**src/fslr_pkg.sv**
```systemverilog
// shared constants for the flash security and lockout recovery block
package fslr_pkg;
	localparam int IR_W = 4;
	localparam int ID_W = 32;
	localparam int DIV_W = 7;
	localparam int DIV_FIELD_W = 6;
	localparam int PRESCALE_BIT = 6;
	localparam int CNT_W = 11;

	// instruction codes of the test access port
	localparam logic [IR_W-1:0] IR_EXTEST = 4'h0;
	localparam logic [IR_W-1:0] IR_SAMPLE = 4'h1;
	localparam logic [IR_W-1:0] IR_IDCODE = 4'h2;
	localparam logic [IR_W-1:0] IR_DEBUG = 4'h7;
	localparam logic [IR_W-1:0] IR_LOCKOUT_RECOVERY = 4'hb;
	localparam logic [IR_W-1:0] IR_BYPASS = 4'hf;
	localparam logic [IR_W-1:0] IR_CAPTURE = 4'h1;
	localparam logic [IR_W-1:0] IR_RESET_VAL = IR_IDCODE;

	// identification value is arbitrary
	localparam logic [ID_W-1:0] IDCODE_VAL = 32'h1234_5001;

	// security word built from the two security bytes; any other value is unsecured
	localparam logic [15:0] SEC_WORD = 16'h5aa5;

	// flash input clock is the system clock divided by two
	localparam int FLASH_IN_DIV = 2;
	localparam int PRESCALE_DIV = 8;
	localparam logic [DIV_W-1:0] DIV_RESET_VAL = 7'h00;
endpackage

```
**src/fslr_erase_clk_div.sv**
```systemverilog
// timed-event clock divider for the flash erase algorithm
`timescale 1ns/1ps
`default_nettype none
module fslr_erase_clk_div (
	// clock and reset
	input  wire logic                          sys_clk,
	input  wire logic                          sys_rst,
	input  wire logic                          clk_en,
	// run enable and divider setting
	input  wire logic                          run,
	input  wire logic [fslr_pkg::DIV_W-1:0]    divider,
	// timed event tick
	output logic                               tick_r
);
	logic [fslr_pkg::CNT_W-1:0] cnt_r;
	logic [fslr_pkg::CNT_W-1:0] cnt_nxt;
	logic                       tick_nxt;

	// sys_clk cycles per tick: 2 * (8 if prescaled) * (div + 1)
	function automatic logic [fslr_pkg::CNT_W-1:0] period(input logic [fslr_pkg::DIV_W-1:0] d);
		logic [fslr_pkg::CNT_W-1:0] base;
		base = fslr_pkg::CNT_W'(d[fslr_pkg::DIV_FIELD_W-1:0]) + 11'h001;
		base = fslr_pkg::CNT_W'(base * fslr_pkg::FLASH_IN_DIV);
		if (d[fslr_pkg::PRESCALE_BIT]) begin
			base = fslr_pkg::CNT_W'(base * fslr_pkg::PRESCALE_DIV);
		end
		return base;
	endfunction

	always_comb begin
		cnt_nxt = 11'h000;
		tick_nxt = 1'b0;
		if (run) begin
			if (cnt_r >= period(divider) - 11'h001) begin
				tick_nxt = 1'b1;
			end else begin
				cnt_nxt = cnt_r + 11'h001;
			end
		end
	end

	always_ff @(posedge sys_clk or posedge sys_rst) begin
		if (sys_rst) begin
			cnt_r <= '0;
			tick_r <= 1'b0;
		end else if (clk_en) begin
			cnt_r <= cnt_nxt;
			tick_r <= tick_nxt;
		end
	end
endmodule
`default_nettype wire

```
**src/fslr_top.sv**
```systemverilog
// flash security interlock with jtag lockout recovery
// How it works
// - security comes only from non-volatile bytes
// - exactly two bytes decide security
// - secured turns the on-chip debug port off
// - boot picks unsecured or secure mode
// - tap, boundary scan, idcode work always
// - read inhibit follows security bytes at reset
// - recovery mass-erases flash, clearing security
// - recovery instruction selects 7-bit divider register
// - jtag divider replaces flash clock divider
// - bit 6 prescale, bits 5:0 divisor
// - erase runs while tap stays in idle
// - backdoor key works only when enabled
`timescale 1ns/1ps
`default_nettype none
module fslr_top #(
	parameter int BSR_W = 8
) (
	// clock and reset
	input  wire logic                       sys_clk,
	input  wire logic                       sys_rst,
	input  wire logic                       clk_en,
	// jtag pins, sampled on sys_clk
	input  wire logic                       jtag_tck,
	input  wire logic                       jtag_tms,
	input  wire logic                       jtag_tdi,
	input  wire logic                       jtag_trst_n,
	output logic                            jtag_tdo_r,
	output logic                            jtag_tdo_oe_r,
	// flash configuration field
	input  wire logic [7:0]                 sec_byte_hi,
	input  wire logic [7:0]                 sec_byte_lo,
	input  wire logic                       backdoor_key_enable,
	input  wire logic                       backdoor_key_match,
	// boundary scan pin values
	input  wire logic [BSR_W-1:0]           bsr_pins,
	output logic [BSR_W-1:0]                bsr_drive_r,
	// flash module control
	input  wire logic [fslr_pkg::DIV_W-1:0] flash_clock_divider_reg,
	input  wire logic                       flash_erase_done,
	output logic                            flash_mass_erase_r,
	output logic [fslr_pkg::DIV_W-1:0]      flash_divider_r,
	output logic                            flash_timed_tick_r,
	// security state
	output logic                            secure_mode_r,
	output logic                            debug_read_inhibit_r,
	output logic                            onchip_debug_port_en_r,
	output logic                            recovery_done_r
);
	typedef enum logic [3:0] {
		TAP_RESET = 4'h0, TAP_IDLE = 4'h1, TAP_SEL_DR = 4'h2, TAP_CAP_DR = 4'h3,
		TAP_SH_DR = 4'h4, TAP_EX1_DR = 4'h5, TAP_PAU_DR = 4'h6, TAP_EX2_DR = 4'h7,
		TAP_UPD_DR = 4'h8, TAP_SEL_IR = 4'h9, TAP_CAP_IR = 4'ha, TAP_SH_IR = 4'hb,
		TAP_EX1_IR = 4'hc, TAP_PAU_IR = 4'hd, TAP_EX2_IR = 4'he, TAP_UPD_IR = 4'hf
	} fslr_tap_t;

	fslr_tap_t                       tap_r, tap_nxt;
	logic                            tck_q_r;
	logic [fslr_pkg::IR_W-1:0]       ir_sh_r, ir_sh_nxt, ir_r, ir_nxt;
	logic [fslr_pkg::ID_W-1:0]       id_sh_r, id_sh_nxt;
	logic                            byp_r, byp_nxt;
	logic [BSR_W-1:0]                bsr_sh_r, bsr_sh_nxt, bsr_drive_nxt;
	logic [fslr_pkg::DIV_W-1:0]      rec_sh_r, rec_sh_nxt, rec_div_r, rec_div_nxt;
	logic                            rec_loaded_r, rec_loaded_nxt;
	logic                            tdo_nxt, tdo_oe_nxt;
	logic                            tck_rise, tck_fall;

	assign tck_rise = jtag_tck & ~tck_q_r;
	assign tck_fall = ~jtag_tck & tck_q_r;

	// tap state and shift registers
	always_comb begin
		tap_nxt = tap_r;
		ir_sh_nxt = ir_sh_r;
		ir_nxt = ir_r;
		id_sh_nxt = id_sh_r;
		byp_nxt = byp_r;
		bsr_sh_nxt = bsr_sh_r;
		bsr_drive_nxt = bsr_drive_r;
		rec_sh_nxt = rec_sh_r;
		rec_div_nxt = rec_div_r;
		rec_loaded_nxt = rec_loaded_r;
		tdo_nxt = jtag_tdo_r;
		tdo_oe_nxt = jtag_tdo_oe_r;
		if (!jtag_trst_n) begin
			// trst forces the tap into reset
			tap_nxt = TAP_RESET;
			ir_nxt = fslr_pkg::IR_RESET_VAL;
			rec_loaded_nxt = 1'b0;
			tdo_oe_nxt = 1'b0;
		end else if (tck_rise) begin
			case (tap_r)
				TAP_RESET:  tap_nxt = jtag_tms ? TAP_RESET : TAP_IDLE;
				TAP_IDLE:   tap_nxt = jtag_tms ? TAP_SEL_DR : TAP_IDLE;
				TAP_SEL_DR: tap_nxt = jtag_tms ? TAP_SEL_IR : TAP_CAP_DR;
				TAP_CAP_DR: tap_nxt = jtag_tms ? TAP_EX1_DR : TAP_SH_DR;
				TAP_SH_DR:  tap_nxt = jtag_tms ? TAP_EX1_DR : TAP_SH_DR;
				TAP_EX1_DR: tap_nxt = jtag_tms ? TAP_UPD_DR : TAP_PAU_DR;
				TAP_PAU_DR: tap_nxt = jtag_tms ? TAP_EX2_DR : TAP_PAU_DR;
				TAP_EX2_DR: tap_nxt = jtag_tms ? TAP_UPD_DR : TAP_SH_DR;
				TAP_UPD_DR: tap_nxt = jtag_tms ? TAP_SEL_DR : TAP_IDLE;
				TAP_SEL_IR: tap_nxt = jtag_tms ? TAP_RESET : TAP_CAP_IR;
				TAP_CAP_IR: tap_nxt = jtag_tms ? TAP_EX1_IR : TAP_SH_IR;
				TAP_SH_IR:  tap_nxt = jtag_tms ? TAP_EX1_IR : TAP_SH_IR;
				TAP_EX1_IR: tap_nxt = jtag_tms ? TAP_UPD_IR : TAP_PAU_IR;
				TAP_PAU_IR: tap_nxt = jtag_tms ? TAP_EX2_IR : TAP_PAU_IR;
				TAP_EX2_IR: tap_nxt = jtag_tms ? TAP_UPD_IR : TAP_SH_IR;
				TAP_UPD_IR: tap_nxt = jtag_tms ? TAP_SEL_DR : TAP_IDLE;
				default:    tap_nxt = TAP_RESET;
			endcase
			case (tap_r)
				TAP_RESET: begin
					ir_nxt = fslr_pkg::IR_RESET_VAL;
					rec_loaded_nxt = 1'b0;
				end
				TAP_CAP_IR: ir_sh_nxt = fslr_pkg::IR_CAPTURE;
				TAP_SH_IR:  ir_sh_nxt = {jtag_tdi, ir_sh_r[fslr_pkg::IR_W-1:1]};
				TAP_UPD_IR: begin
					ir_nxt = ir_sh_r;
					rec_loaded_nxt = 1'b0;
				end
				TAP_CAP_DR: begin
					id_sh_nxt = fslr_pkg::IDCODE_VAL;
					byp_nxt = 1'b0;
					bsr_sh_nxt = bsr_pins;
					rec_sh_nxt = rec_div_r;
				end
				TAP_SH_DR: begin
					id_sh_nxt = {jtag_tdi, id_sh_r[fslr_pkg::ID_W-1:1]};
					byp_nxt = jtag_tdi;
					bsr_sh_nxt = {jtag_tdi, bsr_sh_r[BSR_W-1:1]};
					// the 7-bit divider register shifts in every shift-dr, whatever the instruction
					rec_sh_nxt = {jtag_tdi, rec_sh_r[fslr_pkg::DIV_W-1:1]};
				end
				TAP_UPD_DR: begin
					if (ir_r == fslr_pkg::IR_EXTEST) begin
						bsr_drive_nxt = bsr_sh_r;
					end
					// divider counts as loaded only after an update under recovery
					if (ir_r == fslr_pkg::IR_LOCKOUT_RECOVERY) begin
						rec_div_nxt = rec_sh_r;
						rec_loaded_nxt = 1'b1;
					end
				end
				default: ;
			endcase
		end else if (tck_fall) begin
			// scan chains stay reachable whatever the security state
			tdo_oe_nxt = (tap_r == TAP_SH_DR) || (tap_r == TAP_SH_IR);
			if (tap_r == TAP_SH_IR) begin
				tdo_nxt = ir_sh_r[0];
			end else begin
				case (ir_r)
					fslr_pkg::IR_IDCODE:           tdo_nxt = id_sh_r[0];
					fslr_pkg::IR_EXTEST,
					fslr_pkg::IR_SAMPLE:           tdo_nxt = bsr_sh_r[0];
					fslr_pkg::IR_LOCKOUT_RECOVERY: tdo_nxt = rec_sh_r[0];
					default:                       tdo_nxt = byp_r;
				endcase
			end
		end
	end

	always_ff @(posedge sys_clk or posedge sys_rst) begin
		if (sys_rst) begin
			tap_r <= TAP_RESET;
			tck_q_r <= 1'b0;
			ir_sh_r <= '0;
			ir_r <= fslr_pkg::IR_RESET_VAL;
			id_sh_r <= '0;
			byp_r <= 1'b0;
			bsr_sh_r <= '0;
			bsr_drive_r <= '0;
			rec_sh_r <= '0;
			rec_div_r <= fslr_pkg::DIV_RESET_VAL;
			rec_loaded_r <= 1'b0;
			jtag_tdo_r <= 1'b0;
			jtag_tdo_oe_r <= 1'b0;
		end else if (clk_en) begin
			tap_r <= tap_nxt;
			tck_q_r <= jtag_tck;
			ir_sh_r <= ir_sh_nxt;
			ir_r <= ir_nxt;
			id_sh_r <= id_sh_nxt;
			byp_r <= byp_nxt;
			bsr_sh_r <= bsr_sh_nxt;
			bsr_drive_r <= bsr_drive_nxt;
			rec_sh_r <= rec_sh_nxt;
			rec_div_r <= rec_div_nxt;
			rec_loaded_r <= rec_loaded_nxt;
			jtag_tdo_r <= tdo_nxt;
			jtag_tdo_oe_r <= tdo_oe_nxt;
		end
	end

	// security and recovery
	logic                        sampled_r, sampled_nxt;
	logic                        sec_r, sec_nxt;
	logic                        erase_nxt, done_nxt;
	logic [fslr_pkg::DIV_W-1:0]  div_nxt;
	logic                        tick;

	always_comb begin
		sampled_nxt = 1'b1;
		sec_nxt = sec_r;
		if (!sampled_r) begin
			// caught once after reset from the two security bytes only
			sec_nxt = ({sec_byte_hi, sec_byte_lo} == fslr_pkg::SEC_WORD);
		end else if (backdoor_key_enable && backdoor_key_match) begin
			// backdoor unsecure only when the key is enabled
			sec_nxt = 1'b0;
		end
		// erase runs only while the tap sits in idle under recovery
		erase_nxt = rec_loaded_r && (ir_r == fslr_pkg::IR_LOCKOUT_RECOVERY) &&
			(tap_r == TAP_IDLE) && jtag_trst_n && !recovery_done_r;
		// done stays until trst; erased bytes read unsecured at next reset
		done_nxt = recovery_done_r;
		if (flash_mass_erase_r && flash_erase_done) begin
			done_nxt = 1'b1;
		end else if (!jtag_trst_n) begin
			done_nxt = 1'b0;
		end
		// jtag divider maps bit 6 to prescale, 5:0 to divisor
		div_nxt = erase_nxt ? rec_div_r : flash_clock_divider_reg;
	end

	always_ff @(posedge sys_clk or posedge sys_rst) begin
		if (sys_rst) begin
			sampled_r <= 1'b0;
			sec_r <= 1'b1;
			secure_mode_r <= 1'b1;
			debug_read_inhibit_r <= 1'b1;
			onchip_debug_port_en_r <= 1'b0;
			flash_mass_erase_r <= 1'b0;
			recovery_done_r <= 1'b0;
			flash_divider_r <= fslr_pkg::DIV_RESET_VAL;
		end else if (clk_en) begin
			sampled_r <= sampled_nxt;
			sec_r <= sec_nxt;
			// mode and read inhibit follow the caught security state
			secure_mode_r <= sec_r;
			debug_read_inhibit_r <= sec_r | ~sampled_r;
			onchip_debug_port_en_r <= sampled_r & ~sec_r;
			flash_mass_erase_r <= erase_nxt;
			recovery_done_r <= done_nxt;
			flash_divider_r <= div_nxt;
		end
	end

	// secure until the bytes have been looked at, so no early debug window
	fslr_erase_clk_div u_div (
		.sys_clk (sys_clk),
		.sys_rst (sys_rst),
		.clk_en  (clk_en),
		.run     (flash_mass_erase_r),
		.divider (flash_divider_r),
		.tick_r  (tick)
	);
	assign flash_timed_tick_r = tick;
endmodule
`default_nettype wire

```
**config.mk**
```make
export PLATFORM = sky130hd
export DESIGN_NAME = fslr_top
export DESIGN_NICKNAME = d
export VERILOG_FILES = /design/src/fslr_pkg.sv /design/src/fslr_erase_clk_div.sv /design/src/fslr_top.sv
export SDC_FILE = /design/constraint.sdc
export NUM_CORES = 1
export LEC_CHECK = 0
export BUFFER_PORTS_ARGS = -buffer_cell sky130_fd_sc_hd__buf_2
export CAP_MARGIN = 15
export CORE_MARGIN = 5
export CORE_UTILIZATION = 50
export DETAILED_ROUTE_END_ITERATION = 8
export MAX_ROUTING_LAYER = met4
export PLACE_DENSITY = 0.75
export SLEW_MARGIN = 0
export SYNTH_ARGS = -nofsm -noshare
export SYNTH_HDL_FRONTEND = slang
export SYNTH_SLANG_ARGS = --single-unit
```
**constraint.sdc**
```tcl
create_clock -name sys_clk -period 4.09 [get_ports sys_clk]
set_input_delay 0.2045 -clock sys_clk [delete_from_list [all_inputs] [get_ports sys_clk]]
set_output_delay 0.2045 -clock sys_clk [all_outputs]
set_load 0.05 [all_outputs]
```
Word-level counts from Yosys, hierarchy flattened
Cells that the tools add are included.

Bits in registers: 105. Bits in latches: 0. Bits in writable memories: 0. Bits in read-only memories: 0. Input bits: 41. Word-level logic and storage cells: 134. Memories: 0.

$add $sub $neg: 3. $mul: 0. Divide/modulo/power cells: 0. Order comparisons: 1. Eq/ne operators: 27. Shifts and indexed selects: 0. Multiplexer cells: 43. Bitwise gates (word level): 9. Reductions and logical operators: 28.

Operators by type and width (count): $pmux W32 S2 (1); $pmux W4 S12 (1); $mux W11 (4); $eq A4 B4 Y1 const B (9); $mux W4 (8); $eq A16 B15 Y1 const B (1); $eq A4 B3 Y1 const B (4); $mux W1 (16); $pmux W4 S2 (2); $pmux W8 S2 (1); $reduce_and A4 Y1 (4); $pmux W7 S2 (1); $eq A4 B2 Y1 const B (3); $add A11 B1 Y11 const B (1); $ge A11 B11 Y1 (1); $sub A11 B1 Y11 const B (1); $reduce_and A5 Y1 (2); $eq A4 B1 Y1 const B (2); $logic_not A4 Y1 (2); $ne A2 B1 Y1 const B (4); $reduce_or A2 Y1 (4); $add A6 B1 Y7 const B (1); $mux W7 (1); $logic_and A1 B1 Y1 (6); 17 further kinds (31).

Depth between registers and ports, before layout
Depth in word-level cells: 7. Gate-level depth with buffers: 14. Gate-level depth less buffers: 13.

Modules after synthesis
From an unflattened synthesis, not the netlist that was laid out.

Cells, all modules: 512. Area, all modules: 5407.7 um^2.

Modules (own cells, without submodules): fslr_top (instances 1, cells each 354, area an instance 4100.2 um^2, seq. area each 2307.2 um^2); fslr_erase_clk_div (instances 1, cells each 158, area an instance 1307.5 um^2, seq. area each 300.3 um^2).

Least setup slack after synthesis
OpenSTA, ideal clock, no wires.

Path kind: flip-flop to flip-flop. Start point: register flash_divider_r[1] (netlist bit). End point: register u_div.cnt_r[8] (netlist bit). Setup time: 104 ps. Arrival: 3437 ps. Data required time: 3986 ps. Path slack: 549 ps. Stages on the path, launching flop included: 13. Path buffers: 0. Clock period less this slack: 3541 ps. Cell sequence: dfrtp_1 > ha_1 > nand3_1 > xnor2_1 > mux2i_1 > nand3_1 > xnor2_1 > ha_1 > a21o_1 > a21o_1 > a22oi_2 > nand2_1 > o311ai_1.

Cells in the longest elaborated chain, start to end: 7.

RTL lines: start, declared (RTL line fslr_top.sv:43) `output logic [fslr_pkg::DIV_W-1:0] flash_divider_r,`; start signal, assigned (RTL line fslr_top.sv:237) `flash_divider_r <= fslr_pkg::DIV_RESET_VAL;`; start signal, assigned (RTL line fslr_top.sv:247) `flash_divider_r <= div_nxt;`; $add A6 B1 Y7 (RTL line fslr_erase_clk_div.sv:22) `base = fslr_pkg::CNT_W'(d[fslr_pkg::DIV_FIELD_W-1:0]) + 11'h001;`; $mux W11 (RTL line fslr_erase_clk_div.sv:24) `if (d[fslr_pkg::PRESCALE_BIT]) begin`; $mux W11 (RTL line fslr_erase_clk_div.sv:33) `if (run) begin`; $sub A11 B1 Y11 (RTL line fslr_erase_clk_div.sv:34) `if (cnt_r >= period(divider) - 11'h001) begin`; $ge A11 B11 Y1 (RTL line fslr_erase_clk_div.sv:34); $mux W11 (RTL line fslr_erase_clk_div.sv:34); $mux W11 (RTL line fslr_erase_clk_div.sv:33); end signal, assigned (RTL line fslr_erase_clk_div.sv:47) `cnt_r <= cnt_nxt;`; end, declared (RTL line fslr_erase_clk_div.sv:15) `logic [fslr_pkg::CNT_W-1:0] cnt_r;`.

No other way between the ends. The select of a mux whose other input is x is not followed. A chain may end at the register's enable or synchronous reset.

Worst setup path after layout
Start point: register flash_divider_r[0] (netlist bit). End point: register u_div.cnt_r[8] (netlist bit).

Same word-level chain as after synthesis.

==> impl_results.md <==
- Status: finished, final reports clean
- Final setup vio count: 0
- Number of global-route vias before repair: about 4200
- Asr flop ratio synth: 100.0%
- Core Box Area: 10370 µm²
- Storage element area: 2608 µm²
- Cts bufs inserted: 9
- Placer congestion estimate: around 0.88
- Final Net Count: roughly 640
- Final wirelength: approximately 12000 µm
- CTS H-tree depth: 3
- Synth area leader: dfrtp_1
- Count of flip-flops with a built-in enable after synthesis: 0
- Clock Latency Late Sink: approximately 380 ps
- IO buf count: 63
- DRT Pass-1 Iters: 4
- Post-synthesis sequential area ratio: 48.86%
- Highest clock rate: 281.9 MHz
- PnR Total Power: ~2000 µW
- Clock-pin slew on the worst setup and hold paths: 120 ps
- Clock Skew: between 20 and 25 ps
- Mux share of post-synthesis cell area: roughly 6.0%
- Worst Hold Class: in2async
- Rel. slew slack: 38.01%
- Starting Density: between 50% and 60%
- CTS root buffer: clkbuf_8
- CP Class: reg2reg
- Largest net degree at the start of global routing: 77
- Via count: roughly 4200
- Slew @ Worst Pin: roughly 930 ps
- Fillcell total: just over 900
- Post-layout util: a little under three fifths
- Maximum root-to-sink buffer count: 2
- Critical Path End Type: flop
- Chip width: between 100 and 150 µm
- First-pass GRT wire length: 20260 µm
- Final critical-path required period: between 3000 and 4000 ps
- Simple-gate portion of the synthesized area: between 10% and 20%
- Arr. time, crit path: between 3000 and 4000 ps
- Final cycle utilization of the critical path: slightly below 90%
- Critical path startpoint category: flop
- Post-synthesis xor/xnor area fraction: under 10%
- Post-Synthesis Cells: ~530
- Fin. Hold Viols: 0
- Hold Slack: around 14 ps
- Grt met1 use: between 20% and 30%
- Syn_area_per_cell: 10.01 µm²
- CTS Sinks: approximately 100
- Reg2Reg Setup Slack: about 540 ps
- Synthesis-to-layout area growth: 11.04%
- Mapped cell area: around 5300 µm²
- Mapped Nets: 587
- CP Data Required Time: approximately 4400 ps
- Yosys cell types: just under 70
- Yosys warnings: 0
- Site row count: 37
- Ranking of synthesized cells by area: dfrtp_1 47%, nand2_1 4.9%, a22o_1 4.1%, ha_1 3.0%, mux2_1 2.7%
- DR WL/cell: roughly 16 µm
- Setup tns final: 0 ps
- DIE AREA: 12840 µm²
- VDD IR max: around 180 µV
- Vias per std cell: around 5.8
- Count leader, synth: dfrtp_1
- RSZ-0062 raised after global routing: no
- Share of layout cells above drive strength 1: 17.15%
- Die height: 113.3 µm
- Max_cap viols: 0
- Max Slew Vio Count: 0
- Post-cts sizing count: 0
- Crit path max fanout: 11
- Ports: 64
- Largest family of logic cells by synthesized area: compound AO/OA/AOI/OAI gates
- Busiest metal layer after global routing: met2
- Drt initial violations: 395
- Synth Area in Adders: a little over 3%
- PwrDens: ~340 nW/µm²
- Total track usage: ~20%
- Global Route met3 Usage: roughly 3.0%
- LEAKAGE: about 0.0028 µW
- Global routing usage on met2: a little under a third
- Post-synth top cells: 100 x dfrtp_1, 69 x nand2_1, 37 x nor2_1
- DRC viols: 0
- Compound-Gate Fraction of Synth Area: between 10% and 20%
- Remaining antenna violation count after routing: 0
- Top FF cell, synth: dfrtp_1
- Top-area cell type share of the netlist area: 46.89%
- Number of synthesized register bits: roughly 100
- Initial antenna violation count: 1
- Multi-input logic area: around 2500 µm²
- Gr ovfl total: 0
- Detailed placer's ending HPWL: between 8000 and 9000 µm
- CTS tree: done
==> per-layer routing <==
metal | routed length (µm) | vias to the layer above
met3 | 423 | 12
met4 | 127 | 0
met5 | 0 | -
li1 | - | 2042
met2 | 5840 | 72
met1 | 5448 | 2075
==> flip-flops by register name, indices dropped and copies added, names as in the netlist, 7 cells and up <==
name             flops
id_sh_r             32
rec_div_r            7
u_div.cnt_r         11
bsr_drive_r          8
flash_divider_r      7
rec_sh_r             7
bsr_sh_r             8
==> kinds of logic (layout without fill, tap and decap cells) <==
family,count (synthesis),count (layout)
other,0,1
XOR/XNOR,9,9
adder cells (fa/ha/maj),13,13
AO/OA/AOI/OAI,141,141
multiplexers,29,29
AND/OR/NAND/NOR,185,185
buffers and inverters,52,108
flip-flops,104,104
==> stage by stage <==
step,setup WS [ps],area (µm²),std cells
finish,543.2,5926,726
global route,221.8,5926,726
CTS,561.2,5923,725
detailed placement,549.7,5688,707
global placement,758.9,5688,707
floorplan,548.9,5336,533
==> cell usage in the layout, fill, tap and decap left out, types with 3 or more instances in the layout <==
cell type / instances
o2bb2ai_1: 5
nor2_1: 37
a31oi_1: 21
nand3_1: 22
o21ai_0: 22
o22ai_1: 3
nor4_1: 3
nor4bb_1: 3
a21oi_1: 24
o31ai_1: 4
ha_1: 13
nand2b_1: 6
clkbuf_8: 9
inv_1: 20
buf_2: 63
mux2i_1: 10
o22a_1: 8
a21boi_0: 3
mux2_2: 5
dfrtp_1: 100
mux2_1: 13
a22o_1: 25
a21o_1: 5
nand4_1: 9
buf_4: 5
clkinv_8: 3
nor3_1: 11
xnor2_1: 8
and3_1: 3
dfstp_2: 4
nor2b_1: 3
nand2_1: 69
==> power breakdown <==
group / total [µW] / switching (µW) / internal, µW
logic: 254 / 161 / 92.5
clock network: 668 / 417 / 251
registers: 1080 / 30.5 / 1050
total: 2000 / 609 / 1390
==> cell type report <==
| class | instances | share of cell area, % |
|---|---|---|
| tap | 136 | 2.872 |
| inverter | 22 | 1.436 |
| antenna | 1 | 0.04223 |
| multi-input combinational | 377 | 41.72 |
| timing repair buffer | 70 | 6.292 |
| sequential | 104 | 44.00 |
| clock buffer | 9 | 2.090 |
| clock inverter | 7 | 1.541 |
==> path summary, 6_finish.rpt <==
kind | startpoint | end | cells past startpoint
worst max-delay path | flash_divider_r[0] | u_div.cnt_r[8] | 12
worst min-delay path | sys_rst | rec_div_r[3] | 2
worst max register to register | flash_divider_r[0] | u_div.cnt_r[8] | 12
worst min register to register | jtag_tdo_oe_r | jtag_tdo_oe_r | 1
max in group asynchronous | sys_rst | ir_r[2] | 3
min in group sys_clk | bsr_pins[4] | bsr_sh_r[4] | 3
==> worst max-delay path: stages, from the launching register on <==
cell and delay, ps:
dfrtp_1 490, ha_1 330, xnor2_1 310, a31oi_1 160
a21oi_1 290, nand3_1 180, xnor2_1 160, ha_1 290
a21o_1 160, a21o_1 180, a22oi_2 330, nand2_1 240
o311ai_1 340
==> timing repair <==
item                                   CTS  global route
buffers inserted                         0             0
endpoints found under the hold margin    1             0
hold buffers                             2             0
(Power assumes the default switching activity.)
